<file path="config.mk">
export PLATFORM = sky130hd
export DESIGN_NAME = sac_top
export DESIGN_NICKNAME = d
export VERILOG_FILES = /design/src/sac_pkg.sv /design/src/sac_top.sv /design/src/sac_clkdiv.sv /design/src/sac_approx.sv
export SDC_FILE = /design/constraint.sdc
export NUM_CORES = 1
export LEC_CHECK = 0
export BUFFER_PORTS_ARGS = -buffer_cell sky130_fd_sc_hd__buf_2
export CORE_MARGIN = 4
export CORE_UTILIZATION = 45
export DETAILED_ROUTE_END_ITERATION = 12
export GPL_ROUTABILITY_DRIVEN = 0
export GPL_TIMING_DRIVEN = 0
export SYNTH_ARGS = -nofsm -noshare
export SYNTH_HDL_FRONTEND = slang
export SYNTH_HIERARCHICAL = 1
export SYNTH_SLANG_ARGS = --single-unit
export TNS_END_PERCENT = 20
</file>
<file path="constraint.sdc">
create_clock -name CLOCK_I -period 4.8 [get_ports CLOCK_I]
set_clock_uncertainty 0.15 [all_clocks]
set_input_delay 0 -clock CLOCK_I [delete_from_list [all_inputs] [get_ports CLOCK_I]]
set_output_delay 0 -clock CLOCK_I [all_outputs]
set_load 0.01 [all_outputs]
</file>
<file path="src/sac_pkg.sv">
// package: constants of the sar converter control block
package sac_pkg;
  localparam logic [3:0] OFS_SC1 = 4'h0;
  localparam logic [3:0] OFS_SC2 = 4'h1;
  localparam logic [3:0] OFS_SC3 = 4'h2;
  localparam logic [3:0] OFS_SC4 = 4'h3;
  localparam logic [3:0] OFS_RH = 4'h4;
  localparam logic [3:0] OFS_RL = 4'h5;
  localparam logic [3:0] OFS_CVH = 4'h6;
  localparam logic [3:0] OFS_CVL = 4'h7;
  localparam logic [3:0] OFS_APL = 4'h8;
  localparam logic [3:0] OFS_APH = 4'h9;
  localparam int SC1_IE = 6;
  localparam int SC1_CONT = 5;
  localparam int SC2_HWT = 5;
  localparam int SC2_CMPEN = 4;
  localparam int SC2_CMPGT = 3;
  localparam int SC3_DIV = 5;
  localparam int SC3_LSMP = 4;
  localparam int SC3_MODE = 2;
  localparam logic [4:0] CH_OFF = 5'h1F;
  localparam logic [1:0] MODE_8 = 2'h0;
  localparam logic [1:0] MODE_12 = 2'h1;
  localparam logic [1:0] MODE_10 = 2'h2;
  localparam logic [1:0] SRC_BUS = 2'h0;
  localparam logic [1:0] SRC_BUS2 = 2'h1;
  localparam logic [1:0] SRC_ALT = 2'h2;
  localparam logic [1:0] SRC_ASYNC = 2'h3;
  // 3.5 and 23.5 converter clocks, rounded up to whole clocks
  localparam logic [5:0] SAMPLE_SHORT = 6'h04;
  localparam logic [5:0] SAMPLE_LONG = 6'h18;
  localparam logic [11:0] MSB_TRIAL = 12'h800;
  localparam logic [12:0] ROUND10 = 13'h0002;
  localparam logic [12:0] ROUND8 = 13'h0008;
  localparam logic [11:0] MAX10 = 12'h3FF;
  localparam logic [11:0] MAX8 = 12'h0FF;
  localparam logic [3:0] FIFO_MAX = 4'h8;
endpackage

</file>
<file path="src/sac_top.sv">
// conversion control: registers, triggers, fifo, interlock, abort
//
// Design decisions made here: strobed register access and the register addresses.
`timescale 1ns/1ps
module sac_top
  import sac_pkg::*;
(
  input wire logic CLOCK_I,
  input wire logic RST_N_I,
  input wire logic CE_I,
  input wire logic [3:0] ADDR_I,
  input wire logic [7:0] WDATA_I,
  input wire logic WR_I,
  input wire logic RD_I,
  output logic [7:0] RDATA_O,
  input wire logic HW_TRIG_I,
  input wire logic ALT_CLK_I,
  input wire logic ASYNC_CLK_I,
  input wire logic STOP_I,
  input wire logic CMP_I,
  output logic SAMPLE_O,
  output logic [11:0] DAC_O,
  output logic [4:0] CHANNEL_O,
  output logic ACTIVE_O,
  output logic ASYNC_CLK_EN_O,
  output logic IRQ_O,
  output logic [11:0] PIN_ANALOG_O,
  input wire logic [11:0] PORT_IN_I,
  output logic [11:0] PORT_READ_O
);
  typedef enum logic {ST_IDLE, ST_CONV} sac_state_t;
  sac_state_t state;

  logic [4:0] ch;
  logic done_ie;
  logic cont;
  logic done_flag;
  logic hw_en;
  logic cmp_en;
  logic cmp_gt;
  logic [1:0] div;
  logic lsmp;
  logic [1:0] mode;
  logic [1:0] src;
  logic [3:0] depth;
  logic [3:0] cvh;
  logic [7:0] cvl;
  logic [11:0] apc;
  logic [11:0] res_q [0:7];
  logic [4:0] chan_q [0:7];
  logic [2:0] cidx;
  logic [2:0] ridx;
  logic [3:0] wcnt;
  logic hi_read;
  logic trig_prev;
  logic [7:0] rdata;
  logic [11:0] port_rd;

  logic tick;
  logic eng_busy;
  logic eng_done;
  logic [11:0] eng_res;

  // bus decode
  wire wr_sc1 = WR_I && (ADDR_I == OFS_SC1);
  wire wr_sc2 = WR_I && (ADDR_I == OFS_SC2);
  wire wr_sc3 = WR_I && (ADDR_I == OFS_SC3);
  wire wr_sc4 = WR_I && (ADDR_I == OFS_SC4);
  wire wr_cvh = WR_I && (ADDR_I == OFS_CVH);
  wire wr_cvl = WR_I && (ADDR_I == OFS_CVL);
  wire wr_apl = WR_I && (ADDR_I == OFS_APL);
  wire wr_aph = WR_I && (ADDR_I == OFS_APH);
  wire rd_rh = RD_I && (ADDR_I == OFS_RH);
  wire rd_rl = RD_I && (ADDR_I == OFS_RL);
  wire cfg_wr = wr_sc2 | wr_sc3 | wr_sc4 | wr_cvh | wr_cvl;

  // configuration
  wire fifo_on = depth != 4'h0;
  wire mode8 = mode == MODE_8;
  wire [4:0] wch = WDATA_I[4:0];
  wire wch_ok = wch != CH_OFF;
  wire [3:0] wdep = WDATA_I[3:0];

  // fifo bookkeeping; a full fifo restarts its fill on the next write
  wire [2:0] wr_slot = (wcnt == depth) ? 3'h0 : wcnt[2:0];
  wire [3:0] wcnt_after = {1'b0, wr_slot} + 4'h1;
  wire [3:0] cidx_inc = {1'b0, cidx} + 4'h1;
  wire [3:0] ridx_inc = {1'b0, ridx} + 4'h1;
  wire last = cidx_inc == depth;
  wire [2:0] st_idx = fifo_on ? cidx : 3'h0;
  wire [11:0] cur_res = res_q[fifo_on ? ridx : 3'h0];
  wire [4:0] conv_ch = fifo_on ? chan_q[cidx] : ch;

  // aborts; stop only spares a conversion clocked from the async source
  wire stop_abort = STOP_I && (src != SRC_ASYNC);
  wire abort_any = wr_sc1 | cfg_wr | stop_abort;

  // result formatting
  wire [12:0] rnd10 = {1'b0, eng_res} + ROUND10;
  wire [12:0] rnd8 = {1'b0, eng_res} + ROUND8;
  wire [11:0] fmt10 = rnd10[12] ? MAX10 : {2'h0, rnd10[11:2]};
  wire [11:0] fmt8 = rnd8[12] ? MAX8 : {4'h0, rnd8[11:4]};
  wire [11:0] fmt = (mode == MODE_12) ? eng_res : (mode == MODE_10) ? fmt10 : fmt8;

  // compare, applied in every mode and trigger setting while the fifo is off
  wire [11:0] cmp_val = {cvh, cvl};
  wire cmp_ge = fmt >= cmp_val;
  wire cmp_ok = ~cmp_en | (cmp_gt ? cmp_ge : ~cmp_ge);

  // completion handling
  wire blocked = hi_read;
  wire xfer = eng_done & ~blocked & (fifo_on | cmp_ok);
  wire done_set = xfer & (~fifo_on | last);
  wire restart = eng_done & ~abort_any &
                 (blocked ? (fifo_on | cont | cmp_ok) :
                  fifo_on ? (~last | cont) : cont);

  // starts
  wire trig_rise = HW_TRIG_I & ~trig_prev;
  wire sw_start = wr_sc1 & wch_ok & ~hw_en &
                  (~fifo_on | (wcnt_after == depth));
  wire hw_start = hw_en & trig_rise & (state == ST_IDLE) & ~abort_any &
                  (fifo_on ? (wcnt == depth) : (ch != CH_OFF));
  wire eng_start = sw_start | hw_start | restart;

  // read selection
  wire [7:0] sc1_rd = {done_flag, done_ie, cont, conv_ch};
  wire [7:0] sc2_rd = {2'h0, hw_en, cmp_en, cmp_gt, 3'h0};
  wire [7:0] sc3_rd = {1'b0, div, lsmp, mode, src};
  wire [7:0] sc4_rd = {4'h0, depth};
  wire [7:0] rh_rd = mode8 ? 8'h00 : {4'h0, cur_res[11:8]};
  wire [7:0] rd_mux = (ADDR_I == OFS_SC1) ? sc1_rd :
                      (ADDR_I == OFS_SC2) ? sc2_rd :
                      (ADDR_I == OFS_SC3) ? sc3_rd :
                      (ADDR_I == OFS_SC4) ? sc4_rd :
                      (ADDR_I == OFS_RH) ? rh_rd :
                      (ADDR_I == OFS_RL) ? cur_res[7:0] :
                      (ADDR_I == OFS_CVH) ? {4'h0, cvh} :
                      (ADDR_I == OFS_CVL) ? cvl :
                      (ADDR_I == OFS_APL) ? apc[7:0] :
                      (ADDR_I == OFS_APH) ? {4'h0, apc[11:8]} : 8'h00;

  // set wins over the clear in the same cycle
  wire next_done = done_set | (done_flag & ~(wr_sc1 | rd_rl));
  wire next_hi_read = (rd_rh & ~mode8) | (hi_read & ~rd_rl);

  sac_clkdiv u_clkdiv (
    .clk_i(CLOCK_I),
    .rst_n_i(RST_N_I),
    .ce_i(CE_I),
    .src_i(src),
    .div_i(div),
    .alt_clk_i(ALT_CLK_I),
    .async_clk_i(ASYNC_CLK_I),
    .tick_o(tick)
  );

  sac_approx u_approx (
    .clk_i(CLOCK_I),
    .rst_n_i(RST_N_I),
    .ce_i(CE_I),
    .tick_i(tick),
    .start_i(eng_start),
    .abort_i(abort_any),
    .long_i(lsmp),
    .cmp_i(CMP_I),
    .sample_o(SAMPLE_O),
    .busy_o(eng_busy),
    .done_o(eng_done),
    .dac_o(DAC_O),
    .result_o(eng_res)
  );

  assign RDATA_O = rdata;
  assign CHANNEL_O = conv_ch;
  assign ACTIVE_O = state == ST_CONV;
  assign ASYNC_CLK_EN_O = (state == ST_CONV) && (src == SRC_ASYNC);
  assign IRQ_O = done_flag & done_ie;
  assign PIN_ANALOG_O = apc;
  assign PORT_READ_O = port_rd;

  // control registers
  always_ff @(posedge CLOCK_I or negedge RST_N_I) begin
    if (!RST_N_I) begin
      ch <= CH_OFF;
      done_ie <= 1'b0;
      cont <= 1'b0;
      hw_en <= 1'b0;
      cmp_en <= 1'b0;
      cmp_gt <= 1'b0;
      div <= 2'h0;
      lsmp <= 1'b0;
      mode <= MODE_8;
      src <= SRC_BUS;
      depth <= 4'h0;
      cvh <= 4'h0;
      cvl <= 8'h00;
      apc <= 12'h000;
    end else if (CE_I) begin
      if (wr_sc1) begin
        done_ie <= WDATA_I[SC1_IE];
        cont <= WDATA_I[SC1_CONT];
        ch <= wch;
      end
      if (wr_sc2) begin
        hw_en <= WDATA_I[SC2_HWT];
        cmp_en <= WDATA_I[SC2_CMPEN];
        cmp_gt <= WDATA_I[SC2_CMPGT];
      end
      if (wr_sc3) begin
        div <= WDATA_I[SC3_DIV +: 2];
        lsmp <= WDATA_I[SC3_LSMP];
        mode <= WDATA_I[SC3_MODE +: 2];
        src <= WDATA_I[1:0];
      end
      if (wr_sc4) begin
        depth <= (wdep > FIFO_MAX) ? FIFO_MAX : wdep;
      end
      if (wr_cvh) begin
        cvh <= WDATA_I[3:0];
      end
      if (wr_cvl) begin
        cvl <= WDATA_I;
      end
      if (wr_apl) begin
        apc[7:0] <= WDATA_I;
      end
      if (wr_aph) begin
        apc[11:8] <= WDATA_I[3:0];
      end
    end
  end

  // sequencing, flags and bus answer
  always_ff @(posedge CLOCK_I or negedge RST_N_I) begin
    if (!RST_N_I) begin
      state <= ST_IDLE;
      done_flag <= 1'b0;
      hi_read <= 1'b0;
      trig_prev <= 1'b0;
      rdata <= 8'h00;
      port_rd <= 12'h000;
    end else if (CE_I) begin
      done_flag <= next_done;
      hi_read <= next_hi_read;
      trig_prev <= HW_TRIG_I;
      rdata <= RD_I ? rd_mux : 8'h00;
      port_rd <= PORT_IN_I & ~apc;
      if (eng_start) begin
        state <= ST_CONV;
      end else if (abort_any || eng_done) begin
        state <= ST_IDLE;
      end
    end
  end

  // result and channel storage; reset alone clears results
  always_ff @(posedge CLOCK_I or negedge RST_N_I) begin
    if (!RST_N_I) begin
      for (int i = 0; i < 8; i++) begin
        res_q[i] <= 12'h000;
        chan_q[i] <= CH_OFF;
      end
      cidx <= 3'h0;
      ridx <= 3'h0;
      wcnt <= 4'h0;
    end else if (CE_I) begin
      if (xfer) begin
        res_q[st_idx] <= fmt;
        if (fifo_on) begin
          cidx <= last ? 3'h0 : cidx_inc[2:0];
        end
      end
      if (rd_rl && fifo_on) begin
        ridx <= (ridx_inc == depth) ? 3'h0 : ridx_inc[2:0];
      end
      if (wr_sc1 && fifo_on) begin
        cidx <= 3'h0;
        if (!wch_ok) begin
          wcnt <= 4'h0;
        end else begin
          chan_q[wr_slot] <= wch;
          wcnt <= wcnt_after;
          if (wr_slot == 3'h0) begin
            ridx <= 3'h0;
          end
        end
      end else if (cfg_wr) begin
        cidx <= 3'h0;
        wcnt <= 4'h0;
      end
    end
  end
endmodule // sac_top

</file>
<file path="src/sac_clkdiv.sv">
// converter clock source select and divider, as a tick enable
`timescale 1ns/1ps
module sac_clkdiv
  import sac_pkg::*;
(
  input wire logic clk_i,
  input wire logic rst_n_i,
  input wire logic ce_i,
  input wire logic [1:0] src_i,
  input wire logic [1:0] div_i,
  input wire logic alt_clk_i,
  input wire logic async_clk_i,
  output logic tick_o
);
  logic half;
  logic alt_prev;
  logic asy_prev;
  logic [2:0] cnt;
  wire [3:0] ratio = 4'h1 << div_i;
  wire [2:0] ratio_m1 = 3'(ratio - 4'h1);
  wire alt_rise = alt_clk_i & ~alt_prev;
  wire asy_rise = async_clk_i & ~asy_prev;
  wire src_tick = (src_i == SRC_BUS) ? 1'b1 :
                  (src_i == SRC_BUS2) ? half :
                  (src_i == SRC_ALT) ? alt_rise : asy_rise;
  assign tick_o = src_tick & (cnt == ratio_m1);

  always_ff @(posedge clk_i or negedge rst_n_i) begin
    if (!rst_n_i) begin
      half <= 1'b0;
      alt_prev <= 1'b0;
      asy_prev <= 1'b0;
      cnt <= 3'h0;
    end else if (ce_i) begin
      half <= ~half;
      alt_prev <= alt_clk_i;
      asy_prev <= async_clk_i;
      if (src_tick) begin
        cnt <= (cnt == ratio_m1) ? 3'h0 : 3'(cnt + 3'h1);
      end
    end
  end
endmodule // sac_clkdiv

</file>
<file path="src/sac_approx.sv">
// sample phase and successive approximation sequencer
`timescale 1ns/1ps
module sac_approx
  import sac_pkg::*;
(
  input wire logic clk_i,
  input wire logic rst_n_i,
  input wire logic ce_i,
  input wire logic tick_i,
  input wire logic start_i,
  input wire logic abort_i,
  input wire logic long_i,
  input wire logic cmp_i,
  output logic sample_o,
  output logic busy_o,
  output logic done_o,
  output logic [11:0] dac_o,
  output logic [11:0] result_o
);
  typedef enum logic [1:0] {AP_IDLE, AP_SAMPLE, AP_APPROX} sac_ap_t;
  sac_ap_t st;
  logic [5:0] cnt;
  logic [11:0] mask;
  // comparator high means input at or above the trial level
  wire [11:0] kept = cmp_i ? dac_o : (dac_o & ~mask);
  assign busy_o = st != AP_IDLE;
  assign sample_o = st == AP_SAMPLE;

  always_ff @(posedge clk_i or negedge rst_n_i) begin
    if (!rst_n_i) begin
      st <= AP_IDLE;
      cnt <= 6'h00;
      mask <= 12'h000;
      dac_o <= 12'h000;
      result_o <= 12'h000;
      done_o <= 1'b0;
    end else if (ce_i) begin
      done_o <= 1'b0;
      if (start_i) begin
        st <= AP_SAMPLE;
        cnt <= long_i ? SAMPLE_LONG : SAMPLE_SHORT;
        dac_o <= 12'h000;
      end else if (abort_i) begin
        st <= AP_IDLE;
      end else if (tick_i) begin
        unique case (st)
          AP_IDLE: begin
            mask <= 12'h000;
          end
          AP_SAMPLE: begin
            if (cnt == 6'h01) begin
              st <= AP_APPROX;
              mask <= MSB_TRIAL;
              dac_o <= MSB_TRIAL;
            end else begin
              cnt <= cnt - 6'h01;
            end
          end
          AP_APPROX: begin
            dac_o <= kept | (mask >> 1);
            mask <= mask >> 1;
            if (mask[0]) begin
              result_o <= kept;
              done_o <= 1'b1;
              st <= AP_IDLE;
            end
          end
        endcase
      end
    end
  end
endmodule // sac_approx

</file>
==> summary.md <==
| Metric | Value |
|---|---|
| Syn Area/Cell | `10.1 sq um` |
| Layout cells sized above 1 | `26.0%` |
| Comb power frac | `19.3%` |
| Outcome | `finished clean` |
| Crit path arrival time | `4990 ps` |
| Total track usage | `24.6%` |
| Final Setup Violations | `0` |
| Period utilization | `97.8%` |
| Drt total wl | `42800 um` |
| WS Path Type | `flip-flop to flip-flop` |
| CP max FO | `10` |
| Post-Syn Nets | `1448` |
| Setup TNS | `0 ps` |
| Post-Route Utilization | `54.9%` |
| Num Clock Sinks | `266` |
| Pleak | `7.38 nW` |
| CP top delay family | `simple AND/OR/NAND/NOR gates` |
| CP Launch Type | `flip-flop` |
| Max VDD drop | `0.336 mV` |
| Num ports | `87` |
| Post-route DRC violation count | `0` |
| Slew Viols, Final | `0` |
| Crit-path cells | `buf_6 -> and4_4 -> and2_1 -> mux2i_1 -> nor2_1 -> a2111oi_2 -> a21oi_2 -> ha_1 -> nand4_1 -> a211o_1 -> a21oi_4 -> xnor2_1 -> nor4b_2 -> buf_4 -> o21bai_4 -> or4b_1 -> clkbuf_4 -> buf_6 -> nand2_1 -> o21ai_1` |
| Post-DP Area | `15100 sq um` |
| Leading cell type in the layout, fill and taps excluded | `dfrtp_1` |
| TritonCTS clock tree | `yes` |
| Worst path slowest cell | `or4b_1` |
| Antenna-violating nets left | `0` |
| Iteration-0 DRC Markers | `884` |
| Internal power | `~4.2 mW` |
| Cell count after synthesis | `between 1000 and 1500` |
| Die Y | `185 um` |
| Slew @ Worst Pin | `1330 ps` |
| Max_cap viols | `0` |
| Max-slew headroom | `9.89%` |
| Root Buffer | `clkbuf_16` |
| Ys Warns | `6` |
| Vias in the first global route | `approximately 11000` |
| Hold slack | `29.2 ps` |
| Switching Share | `a little under a third` |
| Commonest non-fill, non-tap cells in the layout | `dfrtp_1, nand2_1, o21ai_0, mux2_2, buf_2` |
| CP bufs+invs | `4` |
| Clk buf depth | `3` |
| Placed wire-length estimate | `~30000 um` |
| Std cell rows | `64` |
| Seq pwr share | `42.8%` |
| Ant diodes | `0` |
| DR vias | `11675` |
| Initial Util | `45.8%` |
| Final hold vios | `0` |
| Core area | `30700 sq um` |
| Chip width | `185 um` |
| Area growth syn-to-layout | `19.8%` |
| Crit. End Element | `flip-flop` |
| Drt wl/cell | `21.5 um` |
| Vias/cell | `5.85` |
| DR pass1 iterations | `5` |
| Pwr dens | `355 nW/um^2` |
| Finished layout cell area | `~17000 sq um` |
| Total grt overflow | `0` |
| Largest net degree at the start of global routing | `119` |
| Fill cell count | `2833` |
| Fin crit period | `4700 ps` |
| Clock Power Share | `between 30% and 40%` |
| Max Clock Freq | `around 0.21 GHz` |
| Port Buf Inserts | `85` |
| CTS Buf Count | `31` |
| WP data required | `5100 ps` |
| Die ar. | `34200 sq um` |
| Most used cell, CP | `buf_6` |
| Worst path max stage delay | `490 ps` |
| Sw power | `1.80 mW` |
| HP Class | `input port to flip-flop` |
| Clock slew at reported path FFs | `60 ps` |
| Nets | `1633` |
| Number of antenna violations at the first check in global routing | `1` |
| CTS H-tree depth | `1` |
| Syn Std Cell Area | `14100 sq um` |
| Clk_lat worst skew | `570 ps` |
| First-pass GRT wire length | `~66000 um` |
-- worst min-delay path, delay by kind of cell --
kind	cells	cell delay [ps]
buffers and inverters	2	600
AO/OA/AOI/OAI	1	110
-- layer usage --
metal	vias to the layer above	wire [um]	track usage [%]	part of all wire [%]
met2	389	19800	38.8	46
met3	89	2840	3.97	6.6
met4	2	1350	7.16	3.2
met1	5808	18900	35.3	44
met5	-	12	0	0.028
li1	5387	-	-	-
-- flip-flops by register name (all words and copies together), names as in the netlist, 2 cells and up --
name               count
src                    2
u_clkdiv/cnt           3
u_approx/dac_o        12
div                    2
cvl                    8
ridx                   3
u_approx/st            2
chan_q                40
depth                  4
cidx                   3
u_approx/mask         12
u_approx/result_o     12
PORT_READ_O           12
cvh                    4
res_q                 96
ch                     5
u_approx/cnt           6
RDATA_O                8
mode                   2
PIN_ANALOG_O          12
wcnt                   4
-- power groups by stage --
stage	Combinational [mW]	Clock, mW	Sequential [mW]
finish	1.16	2.27	2.56
global route	1.26	2.41	2.58
CTS	1.12	2.32	2.56
detailed placement	1.04	0	2.59
global placement	1.02	0	2.59
floorplan	0.644	0	2.57
-- metrics by stage --
stage | total power [mW] | setup WS [ps] | cells
2_1_floorplan | 3.21 | 79.4 | 1390
5_1_grt | 6.24 | -128 | 1995
6_report | 5.99 | 105 | 1995
3_3_place_gp | 3.60 | -1370 | 1871
4_1_cts | 5.99 | 10.1 | 1980
3_5_place_dp | 3.63 | -1340 | 1873
-- cell type report --
cell class / count / area, sq um / share of cell area, %
multi-input cells: 977 / 6930 / 41.1
flip-flops and latches: 266 / 6720 / 39.8
repair buffers: 152 / 1090 / 6.44
plain buffers: 90 / 440 / 2.61
well taps: 396 / 495 / 2.94
inverters: 57 / 214 / 1.27
clock inverters: 9 / 55.1 / 0.326
clock buffers: 48 / 931 / 5.52
-- worst paths after layout --
| path | startpoint | end | slack, ps | cells past startpoint |
|---|---|---|---|---|
| worst max register to register | u_approx/result_o[5]$_DFFE_PN0P_ | u_approx/result_o[11]$_DFFE_PN0P_ | 100 | 20 |
| worst min-delay path | PORT_IN_I[11] | PORT_READ_O[11]$_DFFE_PN0P_ | 30 | 3 |
| max in group asynchronous | RST_N_I | res_q[94]$_DFFE_PN0P_ | 3400 | 4 |
| worst min register to register | PIN_ANALOG_O[10]$_DFFE_PN0P_ | PORT_READ_O[10]$_DFFE_PN0P_ | 310 | 1 |
| min in group asynchronous | RST_N_I | chan_q[19]$_DFFE_PN1P_ | 440 | 3 |
| worst max-delay path | u_approx/result_o[5]$_DFFE_PN0P_ | u_approx/result_o[11]$_DFFE_PN0P_ | 100 | 20 |
-- repair_timing --
action / 4_1_cts / 5_1_grt
gates resized for setup: 28 / 40
hold endpoints to repair: 349 / 0
buffers inserted: 11 / 15
hold buffers: 39 / 0
setup endpoints to repair: 58 / 48
pin swaps: 4 / 10
(Power assumes the default switching activity.)
